$ cat src/logic/ppr_pkg.sv
package ppr_pkg;
  // remappable pin count and peripheral slot counts
  localparam int NUM_PINS = 8;
  localparam int NUM_INS = 8;
  localparam int SEL_W = 4;
  localparam logic [3:0] SEL_NONE = 4'h0;
  localparam logic [3:0] SEL_RESET = 4'h0;
  localparam logic LOCK_RESET = 1'b0;
endpackage

$ cat src/logic/ppr_remap.sv
`timescale 1ns/100ps
module ppr_remap (
  // clock and reset
  input wire logic core_clk_in,
  input wire logic rst_n_in,
  // selector programming port
  input wire logic in_sel_we_in,
  input wire logic [2:0] in_sel_idx_in,
  input wire logic [3:0] in_sel_data_in,
  input wire logic out_sel_we_in,
  input wire logic [2:0] out_sel_idx_in,
  input wire logic [3:0] out_sel_data_in,
  input wire logic lock_set_in,
  input wire logic lock_clr_in,
  output logic lock_out,
  output logic [31:0] in_sel_flat_out,
  output logic [31:0] out_sel_flat_out,
  // remappable peripheral side (slot 0 is uart_one_receive_input)
  input wire logic [14:0] periph_out_in,
  input wire logic [14:0] periph_oe_in,
  output logic [7:0] periph_in_out,
  // fixed function and analog claims per pin
  input wire logic [7:0] fixed_do_in,
  input wire logic [7:0] fixed_oe_in,
  input wire logic [7:0] analog_en_in,
  // pad side, pin index = remappable_pin_index
  input wire logic [7:0] pad_in,
  output logic [7:0] pad_do_out,
  output logic [7:0] pad_oe_n_out
);
  logic [3:0] in_sel_r [ppr_pkg::NUM_INS];
  logic [3:0] in_sel_nxt [ppr_pkg::NUM_INS];
  logic [3:0] out_sel_r [ppr_pkg::NUM_PINS];
  logic [3:0] out_sel_nxt [ppr_pkg::NUM_PINS];
  logic lock_r;
  logic lock_nxt;

  // lock and selector next state; lock guards against runaway writes
  always_comb begin
    lock_nxt = lock_r;
    if (lock_set_in) begin
      lock_nxt = 1'b1;
    end else if (lock_clr_in) begin
      lock_nxt = 1'b0;
    end
    for (int i = 0; i < ppr_pkg::NUM_INS; i++) begin
      in_sel_nxt[i] = in_sel_r[i];
    end
    for (int i = 0; i < ppr_pkg::NUM_PINS; i++) begin
      out_sel_nxt[i] = out_sel_r[i];
    end
    if (in_sel_we_in && !lock_r) begin
      in_sel_nxt[in_sel_idx_in] = in_sel_data_in;
    end
    if (out_sel_we_in && !lock_r) begin
      out_sel_nxt[out_sel_idx_in] = out_sel_data_in;
    end
  end

  // selector registers
  always_ff @(posedge core_clk_in) begin
    if (!rst_n_in) begin
      lock_r <= ppr_pkg::LOCK_RESET;
      for (int i = 0; i < ppr_pkg::NUM_INS; i++) begin
        in_sel_r[i] <= ppr_pkg::SEL_RESET;
      end
      for (int i = 0; i < ppr_pkg::NUM_PINS; i++) begin
        out_sel_r[i] <= ppr_pkg::SEL_RESET;
      end
    end else begin
      lock_r <= lock_nxt;
      in_sel_r <= in_sel_nxt;
      out_sel_r <= out_sel_nxt;
    end
  end

  assign lock_out = lock_r;

  genvar g;
  generate
    // output side, one slice a pin; the selector picks a peripheral source
    for (g = 0; g < ppr_pkg::NUM_PINS; g++) begin : g_pin
      logic [3:0] os;
      logic rm_act;
      assign os = out_sel_r[g];
      // unmapped peripherals reach no pin
      // code k+1 picks source k, so code 0 never reaches a source
      assign rm_act = (os != ppr_pkg::SEL_NONE) && periph_oe_in[os - 4'h1];
      assign pad_oe_n_out[g] = analog_en_in[g] ? 1'b1 :
                               rm_act ? 1'b0 : !fixed_oe_in[g];
      assign pad_do_out[g] = (rm_act && !analog_en_in[g]) ?
                             periph_out_in[os - 4'h1] : fixed_do_in[g];
      assign out_sel_flat_out[g*4 +: 4] = out_sel_r[g];
      // an analog pin must never see a digital driver, mapped or not
      chk_analog_each: assert property (@(posedge core_clk_in) disable iff (!rst_n_in)
        analog_en_in[g] |-> pad_oe_n_out[g])
        else $error("pad driven over analog");
      // an unmapped digital pin belongs wholly to its fixed function
      chk_fixed_owner: assert property (@(posedge core_clk_in) disable iff (!rst_n_in)
        out_sel_r[g] == ppr_pkg::SEL_NONE && !analog_en_in[g] |->
        pad_oe_n_out[g] == !fixed_oe_in[g] && pad_do_out[g] == fixed_do_in[g])
        else $error("unmapped pin not with fixed function");
    end
    // input side, one slice a peripheral input; the selector picks a pin
    for (g = 0; g < ppr_pkg::NUM_INS; g++) begin : g_in
      logic [3:0] is;
      assign is = in_sel_r[g];
      // codes past pin subset read low
      // dedicated and analog modules bypass
      // analog on the pin masks the digital input, so no half-level reaches a slot
      assign periph_in_out[g] = (is != ppr_pkg::SEL_NONE) && (int'(is) <= ppr_pkg::NUM_PINS) &&
                                !analog_en_in[3'(is - 4'h1)] && pad_in[3'(is - 4'h1)];
      assign in_sel_flat_out[g*4 +: 4] = in_sel_r[g];
      // a slot with no code samples nothing, whatever the pads do
      chk_slot_idle: assert property (@(posedge core_clk_in) disable iff (!rst_n_in)
        in_sel_r[g] == ppr_pkg::SEL_NONE |-> !periph_in_out[g])
        else $error("unmapped input slot connected");
    end
  endgenerate

  // lock checks; lock_out is registered, so every effect shows one edge late
  chk_lock_blocks: assert property (@(posedge core_clk_in) disable iff (!rst_n_in)
    lock_r && !lock_clr_in |=> $stable(out_sel_flat_out) && $stable(in_sel_flat_out))
    else $error("selector changed while locked");
  chk_lock_sets: assert property (@(posedge core_clk_in) disable iff (!rst_n_in)
    lock_set_in |=> lock_out)
    else $error("lock did not set");
  // set beats clear, so a stray clear cannot open a lock being closed
  chk_set_wins: assert property (@(posedge core_clk_in) disable iff (!rst_n_in)
    lock_set_in && lock_clr_in |=> lock_out)
    else $error("clear beat set on lock");
  chk_lock_clears: assert property (@(posedge core_clk_in) disable iff (!rst_n_in)
    !lock_set_in && lock_clr_in |=> !lock_out)
    else $error("lock did not clear");
  chk_lock_holds: assert property (@(posedge core_clk_in) disable iff (!rst_n_in)
    !lock_set_in && !lock_clr_in |=> $stable(lock_out))
    else $error("lock changed without request");
  chk_locked_out: assert property (@(posedge core_clk_in) disable iff (!rst_n_in)
    lock_r && out_sel_we_in |=> $stable(out_sel_flat_out))
    else $error("output selector written while locked");

  // selector checks; a write shows on the flat outputs one edge after it is taken
  chk_write_lands: assert property (@(posedge core_clk_in) disable iff (!rst_n_in)
    in_sel_we_in && !lock_r && in_sel_idx_in == 3'h0 |=>
    in_sel_flat_out[3:0] == $past(in_sel_data_in))
    else $error("input selector write lost");
  chk_out_lands: assert property (@(posedge core_clk_in) disable iff (!rst_n_in)
    out_sel_we_in && !lock_r && out_sel_idx_in == 3'h0 |=>
    out_sel_flat_out[3:0] == $past(out_sel_data_in))
    else $error("output selector write lost");
  // the two selector sets never disturb each other
  chk_in_keeps_out: assert property (@(posedge core_clk_in) disable iff (!rst_n_in)
    in_sel_we_in && !out_sel_we_in |=> $stable(out_sel_flat_out))
    else $error("input write moved output selectors");
  chk_out_keeps_in: assert property (@(posedge core_clk_in) disable iff (!rst_n_in)
    out_sel_we_in && !in_sel_we_in |=> $stable(in_sel_flat_out))
    else $error("output write moved input selectors");
  chk_slot_kept: assert property (@(posedge core_clk_in) disable iff (!rst_n_in)
    in_sel_we_in && in_sel_idx_in != 3'h0 |=> $stable(in_sel_flat_out[3:0]))
    else $error("write to another slot moved slot zero");
  // reset checks carry no disable, since they watch reset itself
  chk_reset_zero: assert property (@(posedge core_clk_in)
    !rst_n_in |=> out_sel_flat_out == 32'h0 && in_sel_flat_out == 32'h0)
    else $error("selectors not zero after reset");
  chk_reset_lock: assert property (@(posedge core_clk_in)
    !rst_n_in |=> !lock_out)
    else $error("lock not clear after reset");

  // pad and input path checks on pins 0 to 2 and input slot 0
  chk_analog_wins: assert property (@(posedge core_clk_in) disable iff (!rst_n_in)
    analog_en_in[0] |-> pad_oe_n_out[0])
    else $error("pin driven over analog");
  chk_unmapped_idle: assert property (@(posedge core_clk_in) disable iff (!rst_n_in)
    out_sel_flat_out[3:0] == 4'h0 |-> pad_oe_n_out[0] == !fixed_oe_in[0] || analog_en_in[0])
    else $error("unmapped pin not fixed");
  chk_in_unmapped: assert property (@(posedge core_clk_in) disable iff (!rst_n_in)
    in_sel_flat_out[3:0] == 4'h0 |-> !periph_in_out[0])
    else $error("unmapped input connected");
  chk_remap_drive: assert property (@(posedge core_clk_in) disable iff (!rst_n_in)
    out_sel_flat_out[3:0] == 4'h1 && periph_oe_in[0] && !analog_en_in[0] |->
    !pad_oe_n_out[0] && pad_do_out[0] == periph_out_in[0])
    else $error("remap not driving pin");
  chk_pin1_drive: assert property (@(posedge core_clk_in) disable iff (!rst_n_in)
    out_sel_flat_out[7:4] == 4'h5 && periph_oe_in[4] && !analog_en_in[1] |->
    !pad_oe_n_out[1] && pad_do_out[1] == periph_out_in[4])
    else $error("remap not driving pin one");
  chk_in_follows: assert property (@(posedge core_clk_in) disable iff (!rst_n_in)
    in_sel_flat_out[3:0] == 4'h3 && !analog_en_in[2] |-> periph_in_out[0] == pad_in[2])
    else $error("input slot not following its pin");
  chk_in_analog: assert property (@(posedge core_clk_in) disable iff (!rst_n_in)
    in_sel_flat_out[3:0] == 4'h3 && analog_en_in[2] |-> !periph_in_out[0])
    else $error("analog pin reached input slot");
endmodule

$ cat config.mk
export PLATFORM = sky130hd
export DESIGN_NAME = ppr_remap
export DESIGN_NICKNAME = d
export VERILOG_FILES = /design/src/logic/ppr_pkg.sv /design/src/logic/ppr_remap.sv
export SDC_FILE = /design/constraint.sdc
export NUM_CORES = 1
export LEC_CHECK = 0
export BUFFER_PORTS_ARGS = -buffer_cell sky130_fd_sc_hd__buf_4
export CORE_ASPECT_RATIO = 1.75
export CORE_MARGIN = 8
export CORE_UTILIZATION = 59
export CTS_CLUSTER_SIZE = 28
export DETAILED_ROUTE_END_ITERATION = 7
export HOLD_SLACK_MARGIN = 0.12
export PLACE_DENSITY_LB_ADDON = 0.2
export SLEW_MARGIN = 20
export SYNTH_ARGS = -nofsm -noshare
export SYNTH_HDL_FRONTEND = slang
export SYNTH_SLANG_ARGS = --single-unit
$ cat constraint.sdc
create_clock -name core_clk_in -period 6.9 [get_ports core_clk_in]
set_clock_uncertainty 0.2 [all_clocks]
set_input_delay 1.035 -clock core_clk_in [delete_from_list [all_inputs] [get_ports core_clk_in]]
set_output_delay 1.035 -clock core_clk_in [all_outputs]
set_load 0.01 [all_outputs]
Yosys cells after proc, flatten, opt, wreduce, memory -nomap -nowiden
Cells that the tools add are included.
{"block": "classes", "n_addsub": 16, "order_cmp": 28, "mux": 96, "n_bitwise": 2, "n_reduce_logical": 86}
{"cell": "$bmux 1 s4", "count": 16}
{"cell": "$bwmux 32", "count": 2}
{"cell": "$reduce_bool 4->1", "count": 16}
{"cell": "$mux 1", "count": 58}
{"cell": "$bmux 1 s3", "count": 16}
{"cell": "$logic_and 1x1->1", "count": 44}
{"cell": "$lt 4x5->1 const B", "count": 8}
{"cell": "$le 4x4->1 const B", "count": 8}
{"cell": "$lt 3x4->1 const B", "count": 8}
{"cell": "$sub 4x1->4 const B", "count": 8}
{"cell": "$logic_not 1->1", "count": 25}
{"cell": "$demux 4 s3", "count": 2}
{"cell": "$sub 3x1->3 const B", "count": 8}
{"cell": "$ge 4x4->1 const B", "count": 2}
{"cell": "$lt 4x1->1 const B", "count": 2}
{"cell": "$mux 4", "count": 2}
{"cell": "$not 3->4", "count": 2}
{"cell": "$reduce_bool 2->1", "count": 1}
{"block": "word_totals", "ff_bits": 65, "inputBits": 82}

Longest topological paths before layout
Gate-level depths: netlist of the first run.
{"block": "depth", "word_depth": 6, "ltp_mapped": 9, "depth_no_buf": 7}

Worst setup path before layout of the first run
No wires, ideal clock.
{"block": "synth_timing", "path_kind": "register -> output", "startpoint": "reg out_sel_r, in the netlist g_pin[0].os[0]", "endpoint": "out pad_do_out[0]", "arrival_ps": 2154, "required_time_ps": 5665, "path_slack_ps": 3511, "path_stages_with_launch": 10, "path_buffers": 2, "path_cell_list": "dfxtp_1 buf_6 inv_1 ha_1 clkbuf_1 mux4_1 mux2_2 nand2_1 o31ai_1 mux2_4"}
{"block": "synth_between", "elab_chain_cells": 6, "elab_cells_between_ends": 9, "cone_classes": "add/sub (1); mux (5); reduce/logical (3)"}
{"element": "start, declared", "line_no": "ppr_remap.sv:33", "text": "logic [3:0] out_sel_r [ppr_pkg::NUM_PINS];"}
{"element": "start signal, assigned by index", "line_no": "ppr_remap.sv:68", "text": "out_sel_r[i] <= ppr_pkg::SEL_RESET;"}
{"element": "start signal, assigned", "line_no": "ppr_remap.sv:73", "text": "out_sel_r <= out_sel_nxt;"}
{"element": "$sub 4x1->4", "line_no": "ppr_remap.sv:88, ppr_remap.sv:92"}
{"element": "$bmux 1 s4", "line_no": "ppr_remap.sv:88", "text": "assign rm_act = (os != ppr_pkg::SEL_NONE) && periph_oe_in[os - 4'h1];"}
{"element": "$mux 1 (implied by the code)", "line_no": "ppr_remap.sv:88"}
{"element": "$logic_and 1x1->1", "line_no": "ppr_remap.sv:88"}
{"element": "$logic_and 1x1->1", "line_no": "ppr_remap.sv:91", "text": "assign pad_do_out[g] = (rm_act && !analog_en_in[g]) ?"}
{"element": "$mux 1 (*)", "line_no": "ppr_remap.sv:91"}
{"element": "end, declared", "line_no": "ppr_remap.sv:28", "text": "output logic [7:0] pad_do_out,"}
Every way passes the cells marked *; elsewhere a longest branch is shown, timed or not. The select of a mux whose other input is x is not followed.

Worst setup path in the final report of the first run
{"block": "layout_timing", "startpoint": "reg out_sel_r, in the netlist g_pin[7].os[0]", "endpoint": "out pad_do_out[7]"}
Same word-level chain as after synthesis.

==> flow_summary.yaml, run 1 <==
synth:
  synth_top_cell_by_area: "dfxtp_1"
  netlist_area_um2: 6666
  synth_seq_cells: 65
  ys_seq_area_share_pct: 19.52
  synth_cell_types: 38
  ys_top_cells_by_area: "dfxtp_1, mux4_1, mux2i_1"
  avgSynthCellArea_um2: 10.42
  ys.flop_type: "dfxtp_1"
  synth_top_cell_area_share_pct: 19.52
  synth_cells: 640
  ys.warnings.count: 0
  synth.net_count: 754
  synth-edff-count: 0
  async_flop_share_pct: 0
final_layout:
  drive_above_1_share_pct: 30.33
  nFillCells: 860
  syn2layout_area_growth_pct: 23.03
  stdcell_area_um2: 8202
  layout.nets: 897
  diodes: 0
die:
  die_area_um2: 15090
  rows: 51
  start_util_pct: 60.04
  coreArea_um2: 11100
  ios: 171
  die_h_um: 156.6
  die_x_um: 96.35
grt:
  grt_max_degree: 66
  antenna_found_initial: 0
  grt_pass1_wl_um: 32190
  grt_pass1_vias: 6194
  grt-ovfl-total: 0
  grt_use_total_pct: 27.80
sta:
  setup_slack_ns: 2.551
  drv_slew: 0
  final_hold_viol_count: 0
  grt_setup_unrepaired: "false"
  fin_tns_setup_ns: 0
  max_slew_margin_pct: 48.14
  fin_crit_ns: 4.349
  tightest_slew_ns: 0.7768
  max_freq_mhz: 229.9
  setup_viol: 0
  whs_ns: 0.3001
  period_share_pct: 63.03
drt:
  drc: 0
  drt-total-wl_um: 21140
  vias: 5926
  via_per_inst: 6.441
  drtIter0Drc: 343
  ant_nets: 0
  firstDrtPassIters: 4
  wire_per_inst_um: 22.98
clocking:
  cts_root_buf: "clkbuf_16"
  cts_buffers: 9
  post_cts_resized: 0
  cts.sinks: 65
  clk_latency_ns: 0.32
  clk_pin_slew_ns: 0.06
  cts_tree: "built"
  cts.htree.levels: 3
  cts_buffer_depth: 2
  ctsHoldBuffers: 0
  postCtsSetupBuffers: 0
placement:
  dpl_cell_area_um2: 7904
  gp_congestion: 1.004
  io_buffers: 170
  dp_hpwl_um: 16520
  post-place-ws_ns: 2.948
worst_setup_path:
  reg2reg_depth: 4
  crit_path_max_incr_delay_ns: 0.82
  path_cells: "inv_1 > ha_1 > mux2i_1 > o211ai_1 > o21ai_0 > o22ai_1 > mux2_2 > buf_4"
  regToRegSetupSlack_ns: 4.82
  cp-end-kind: "output pin"
  cp-start-kind: "register"
  critPathKind: "reg -> out"
  crit_required_ns: 5.66
  critPathArrivalTime_ns: 3.11
  r2r_start: "lock_out"
  cp_slowest_cell: "dfxtp_1"
  crit_fanout: 14
  r2r_end: "g_in[4].is[0]"
hold_path:
  min-delay-start: "g_in[0].is[1]"
  min_to: "g_in[0].is[1]"
  min_path_type: "reg -> reg"
  min_path_cells: 2
flow_run:
  maxCapViolations: 0
status:
  status: "complete, no violations"
power_and_ir_drop:
  fin_total_pwr_w: 0.001126
  p_leak_nw: 3.475
  ir_drop_mv: 0.1851
  power-per-cell-area_nw_per_um2: 137.3
-- stage by stage --
stage,cells,util (%)
after global routing,920,73.87
after CTS,920,73.87
after detailed placement,904,71.19
after global placement,904,71.19
final,920,73.87
after floorplan,640,-
-- registers in the layout, summed over array words and instances, names as in the netlist --
signal / cells
lock_out: 1
g_in.is: 32
g_pin.os: 32
-- metal layers --
layer	vias up	global-route usage, %	routed length, um
met5	-	0	0
met4	0	17.42	1166
met3	83	4.796	1523
met2	336	49.27	11150
met1	2860	28.94	7298
li1	2647	-	-
-- where the power goes --
group | total, W | internal [W] | switching [W]
clock | 0.000457 | 0.000288 | 0.000169
combinational | 0.000273 | 0.000140 | 0.000133
sequential | 0.000396 | 0.000383 | 0.0000136
total | 0.00113 | 0.000811 | 0.000316
-- kinds of logic after synthesis --
family / count (synthesis) / share of synthesized area, %
multiplexers: 183 / 42.66
adder cells (fa/ha/maj): 32 / 6.006
XOR/XNOR: 24 / 3.942
flip-flops: 65 / 19.52
AO/OA/AOI/OAI: 67 / 6.794
AND/OR/NAND/NOR: 176 / 14.92
buffers and inverters: 93 / 6.156
-- cells in the mapped netlist, types with 9 or more instances --
cell,n
mux2i_1,97
clkbuf_1,27
nor2_1,30
nand2_1,33
nor3_2,9
dfxtp_1,65
a21oi_1,16
nand2b_1,11
mux4_1,42
nor2b_1,62
mux4_2,22
ha_1,32
xor2_1,9
inv_1,55
nand3b_1,10
-- worst max-delay path, delay by kind of cell (launching register included) --
kind,cells,cell delay (ns)
adder cells (fa/ha/maj),1,0.58
multiplexers,2,0.52
AO/OA/AOI/OAI,3,0.50
flip-flops,1,0.82
buffers and inverters,2,0.34
-- layout make-up --
class | instances | area [um2] | share of cell area, %
Tap cell | 132 | 165.2 | 2.014
Clock buffer | 11 | 242.7 | 2.960
Timing Repair Buffer | 170 | 1276 | 15.56
Multi-Input combinational cell | 482 | 4955 | 60.41
Inverter | 55 | 206.4 | 2.517
Sequential cell | 65 | 1301 | 15.87
Clock inverter | 5 | 55.05 | 0.6712
-- cell usage in the layout (no fill, tap or decap), types with 4 or more instances in the layout --
cell type and instances:
mux2_1 7, mux4_2 22, o211ai_1 8, mux2i_1 97, a32o_1 8, nand2b_1 11, o31ai_1 7, nor2_1 30
nor2b_1 62, buf_4 170, clkbuf_16 9, dfxtp_1 65, xor2_1 9, xnor2_1 8, mux2_2 8, nor3_2 9
mux4_1 42, xor2_2 7, o21ai_1 7, nor3b_1 8, inv_1 55, nand2_1 33, o22ai_1 8, nand3_1 8
nand3b_1 10, a21oi_1 16, mux2_4 7, a211oi_1 7, ha_1 32, a21boi_0 4
-- how the worst max path moves through the flow --
stage                               from       endpoint  slack (ns)  cells after the start
after floorplan           g_pin[0].os[0]  pad_do_out[0]        3.51                      9
after global placement    g_pin[7].os[0]  pad_do_out[7]        3.05                      7
after detailed placement  g_pin[7].os[0]  pad_do_out[7]        2.95                      8
after CTS                 g_pin[7].os[0]  pad_do_out[7]        2.57                      8
after global routing      g_pin[7].os[0]  pad_do_out[7]        2.30                      8
final                     g_pin[7].os[0]  pad_do_out[7]        2.55                      8
Note: power is estimated with default switching activity, not from simulation.
==> run 2, diff against run 1 <==
--- a/config.mk
+++ b/config.mk
@@ -8,7 +8,7 @@
 export BUFFER_PORTS_ARGS = -buffer_cell sky130_fd_sc_hd__buf_4
 export CORE_ASPECT_RATIO = 1.75
 export CORE_MARGIN = 8
-export CORE_UTILIZATION = 59
+export CORE_UTILIZATION = 55
 export CTS_CLUSTER_SIZE = 28
 export DETAILED_ROUTE_END_ITERATION = 7
 export HOLD_SLACK_MARGIN = 0.12
==> constraint.sdc (replaced) <==
create_clock -name core_clk_in -period 4.6 [get_ports core_clk_in]
set_clock_uncertainty 0.2 [all_clocks]
set_input_delay 0.69 -clock core_clk_in [delete_from_list [all_inputs] [get_ports core_clk_in]]
set_output_delay 0.69 -clock core_clk_in [all_outputs]
set_load 0.01 [all_outputs]
==> run 2 against run 1 <==
Die area increased by 6.3%; wire length up 2.5%; non-clock buffer count rose by 2; count of clock-buffer cells in the layout fell by 1; critical endpoint is now pad_do_out[1]; largest power group unchanged.
==> flow_summary.yaml, run 2 (same netlist as run 1, synthesis figures left out) <==
clocking:
  postCtsSetupBuffers: 0
  cts_root_buf: "clkbuf_16"
  cts.sinks: 65
  cts_buffers: 9
  clk_latency_ns: 0.33
  clk_pin_slew_ns: 0.06
  cts_tree: "built"
  cts_buffer_depth: 2
  ctsHoldBuffers: 0
  post_cts_resized: 0
  cts.htree.levels: 3
grt:
  met2_usage_pct: 50.60
  grt-ovfl-total: 0
  antenna_found_initial: 0
  top_usage_layer: "met2"
  grt_use_total_pct: 26.73
  gr-usage-met1_pct: 25.79
  grt_pass1_vias: 6165
  grtUsageMet3_pct: 4.569
  grt_pass1_wl_um: 33200
  grt_max_degree: 66
die:
  die_h_um: 161.6
  rows: 53
  ios: 171
  die_area_um2: 16040
  die_x_um: 99.23
  coreArea_um2: 11940
  start_util_pct: 55.85
placement:
  dp_hpwl_um: 17110
  dpl_cell_area_um2: 7925
  gp_congestion: 0.9977
  io_buffers: 170
hold_path:
  min_to: "g_in[0].is[1]"
  min_path_cells: 2
  min-delay-start: "g_in[0].is[1]"
  min_path_type: "reg -> reg"
power_and_ir_drop:
  sw_frac_of_total_pct: 29.40
  p_leak_nw: 3.473
  power-per-cell-area_nw_per_um2: 197.9
  power.switching_w: 0.0004765
  pwr-share-comb_pct: 25.5
  ir_drop_mv: 0.1677
  p_int_w: 0.001144
  clockPowerShare_pct: 38.0
  power_frac_seq_pct: 36.6
final_layout:
  layout_commonest_cell: "buf_4"
  stdcell_area_um2: 8189
  drive_above_1_share_pct: 30.51
  syn2layout_area_growth_pct: 22.84
  nFillCells: 976
  multi_input_area_um2: 4955
  final_cell_mix: "buf_4, mux2i_1, dfxtp_1"
  ff_latch_area_um2: 1301
  layout.nets: 899
  diodes: 0
worst_setup_path:
  regToRegSetupSlack_ns: 2.51
  cp-end-kind: "output pin"
  cp_slowest_cell: "dfxtp_1"
  crit_path_max_incr_delay_ns: 0.68
  cp-start-kind: "register"
  reg2reg_depth: 4
  critPathKind: "reg -> out"
  r2r_start: "lock_out"
  crit_fanout: 13
  r2r_end: "g_in[4].is[2]"
  crit_required_ns: 3.71
  critPathArrivalTime_ns: 2.96
  path_cells: "inv_1 > ha_1 > xor2_2 > mux2_1 > a211oi_1 > o31ai_1 > mux2_4 > buf_4"
sta:
  max_freq_mhz: 260.0
  final_hold_viol_count: 0
  period_share_pct: 83.60
  drv_slew: 0
  setup_viol: 0
  max_slew_margin_pct: 48.87
  tightest_slew_ns: 0.7611
  fin_tns_setup_ns: 0
  grt_setup_unrepaired: "false"
  fin_crit_ns: 3.846
drt:
  firstDrtPassIters: 5
  via_per_inst: 6.316
  drt-total-wl_um: 21660
  vias: 5855
  drc: 0
  ant_nets: 0
  drtIter0Drc: 281
  wire_per_inst_um: 23.37
flow_run:
  maxCapViolations: 0
status:
  status: "complete, no violations"
## run 2: cell types whose count changed in the layout (fill, tap and decap cells not counted), sizes merged
cell	previous run	this run
buf	170	172
clkinv	2	4
bufinv	1	0
clkbuf	11	10
## run 2: cell type report
class                      instances  share of cell area [%]
clock inverter                     6                  0.4278
clock buffer                      10                   2.796
timing repair buffer             172                   15.77
tap                              137                   2.093
inverter                          55                   2.521
sequential                        65                   15.89
multi-input combinational        482                   60.50
## run 2: metal layers
layer,part of all wire (%),wire length [um]
met1,34,7349
met2,55,11950
met5,0,0
met3,5.1,1098
met4,5.8,1262
## run 2: worst max-delay path by stage
stage	to	slack, ns	startpoint
3_5_place_dp	pad_do_out[1]	1.12	g_pin[1].os[0]
4_1_cts	pad_do_out[1]	0.76	g_pin[1].os[0]
5_1_grt	pad_do_out[7]	0.53	g_pin[7].os[0]
2_1_floorplan	pad_do_out[0]	1.56	g_pin[0].os[0]
6_report	pad_do_out[1]	0.75	g_pin[1].os[0]
3_3_place_gp	pad_do_out[2]	1.24	g_pin[2].os[0]
## run 2: per-stage QoR
stage,power [W],utilization [%],instances,worst slack [ns],hold WS (ns)
after global placement,0.001002,66.39,911,1.244,0.2862
after floorplan,0.0008393,-,640,1.556,0.2994
after CTS,0.001625,68.61,927,0.7632,0.2992
final,0.001621,68.61,927,0.7545,0.3054
after detailed placement,0.001014,66.39,911,1.119,0.2916
after global routing,0.001682,68.61,927,0.5270,0.3352
## run 2: critical path: cells and delay by family (launching register included)
family          cells  cell delay [ns]
flops               1             0.68
fa+ha+maj           1             0.27
compound gates      2             0.38
mux                 2             0.64
buf+inv             2             0.32
xor+xnor            1             0.33
## run 2: power groups by stage
stage / Sequential, W / Combinational, W / Clock [W]
finish: 0.000593 / 0.000413 / 0.000615
global placement: 0.000603 / 0.000399 / 0
CTS: 0.000592 / 0.000412 / 0.000621
detailed placement: 0.000604 / 0.000410 / 0
floorplan: 0.000603 / 0.000236 / 0
global route: 0.000594 / 0.000439 / 0.000649
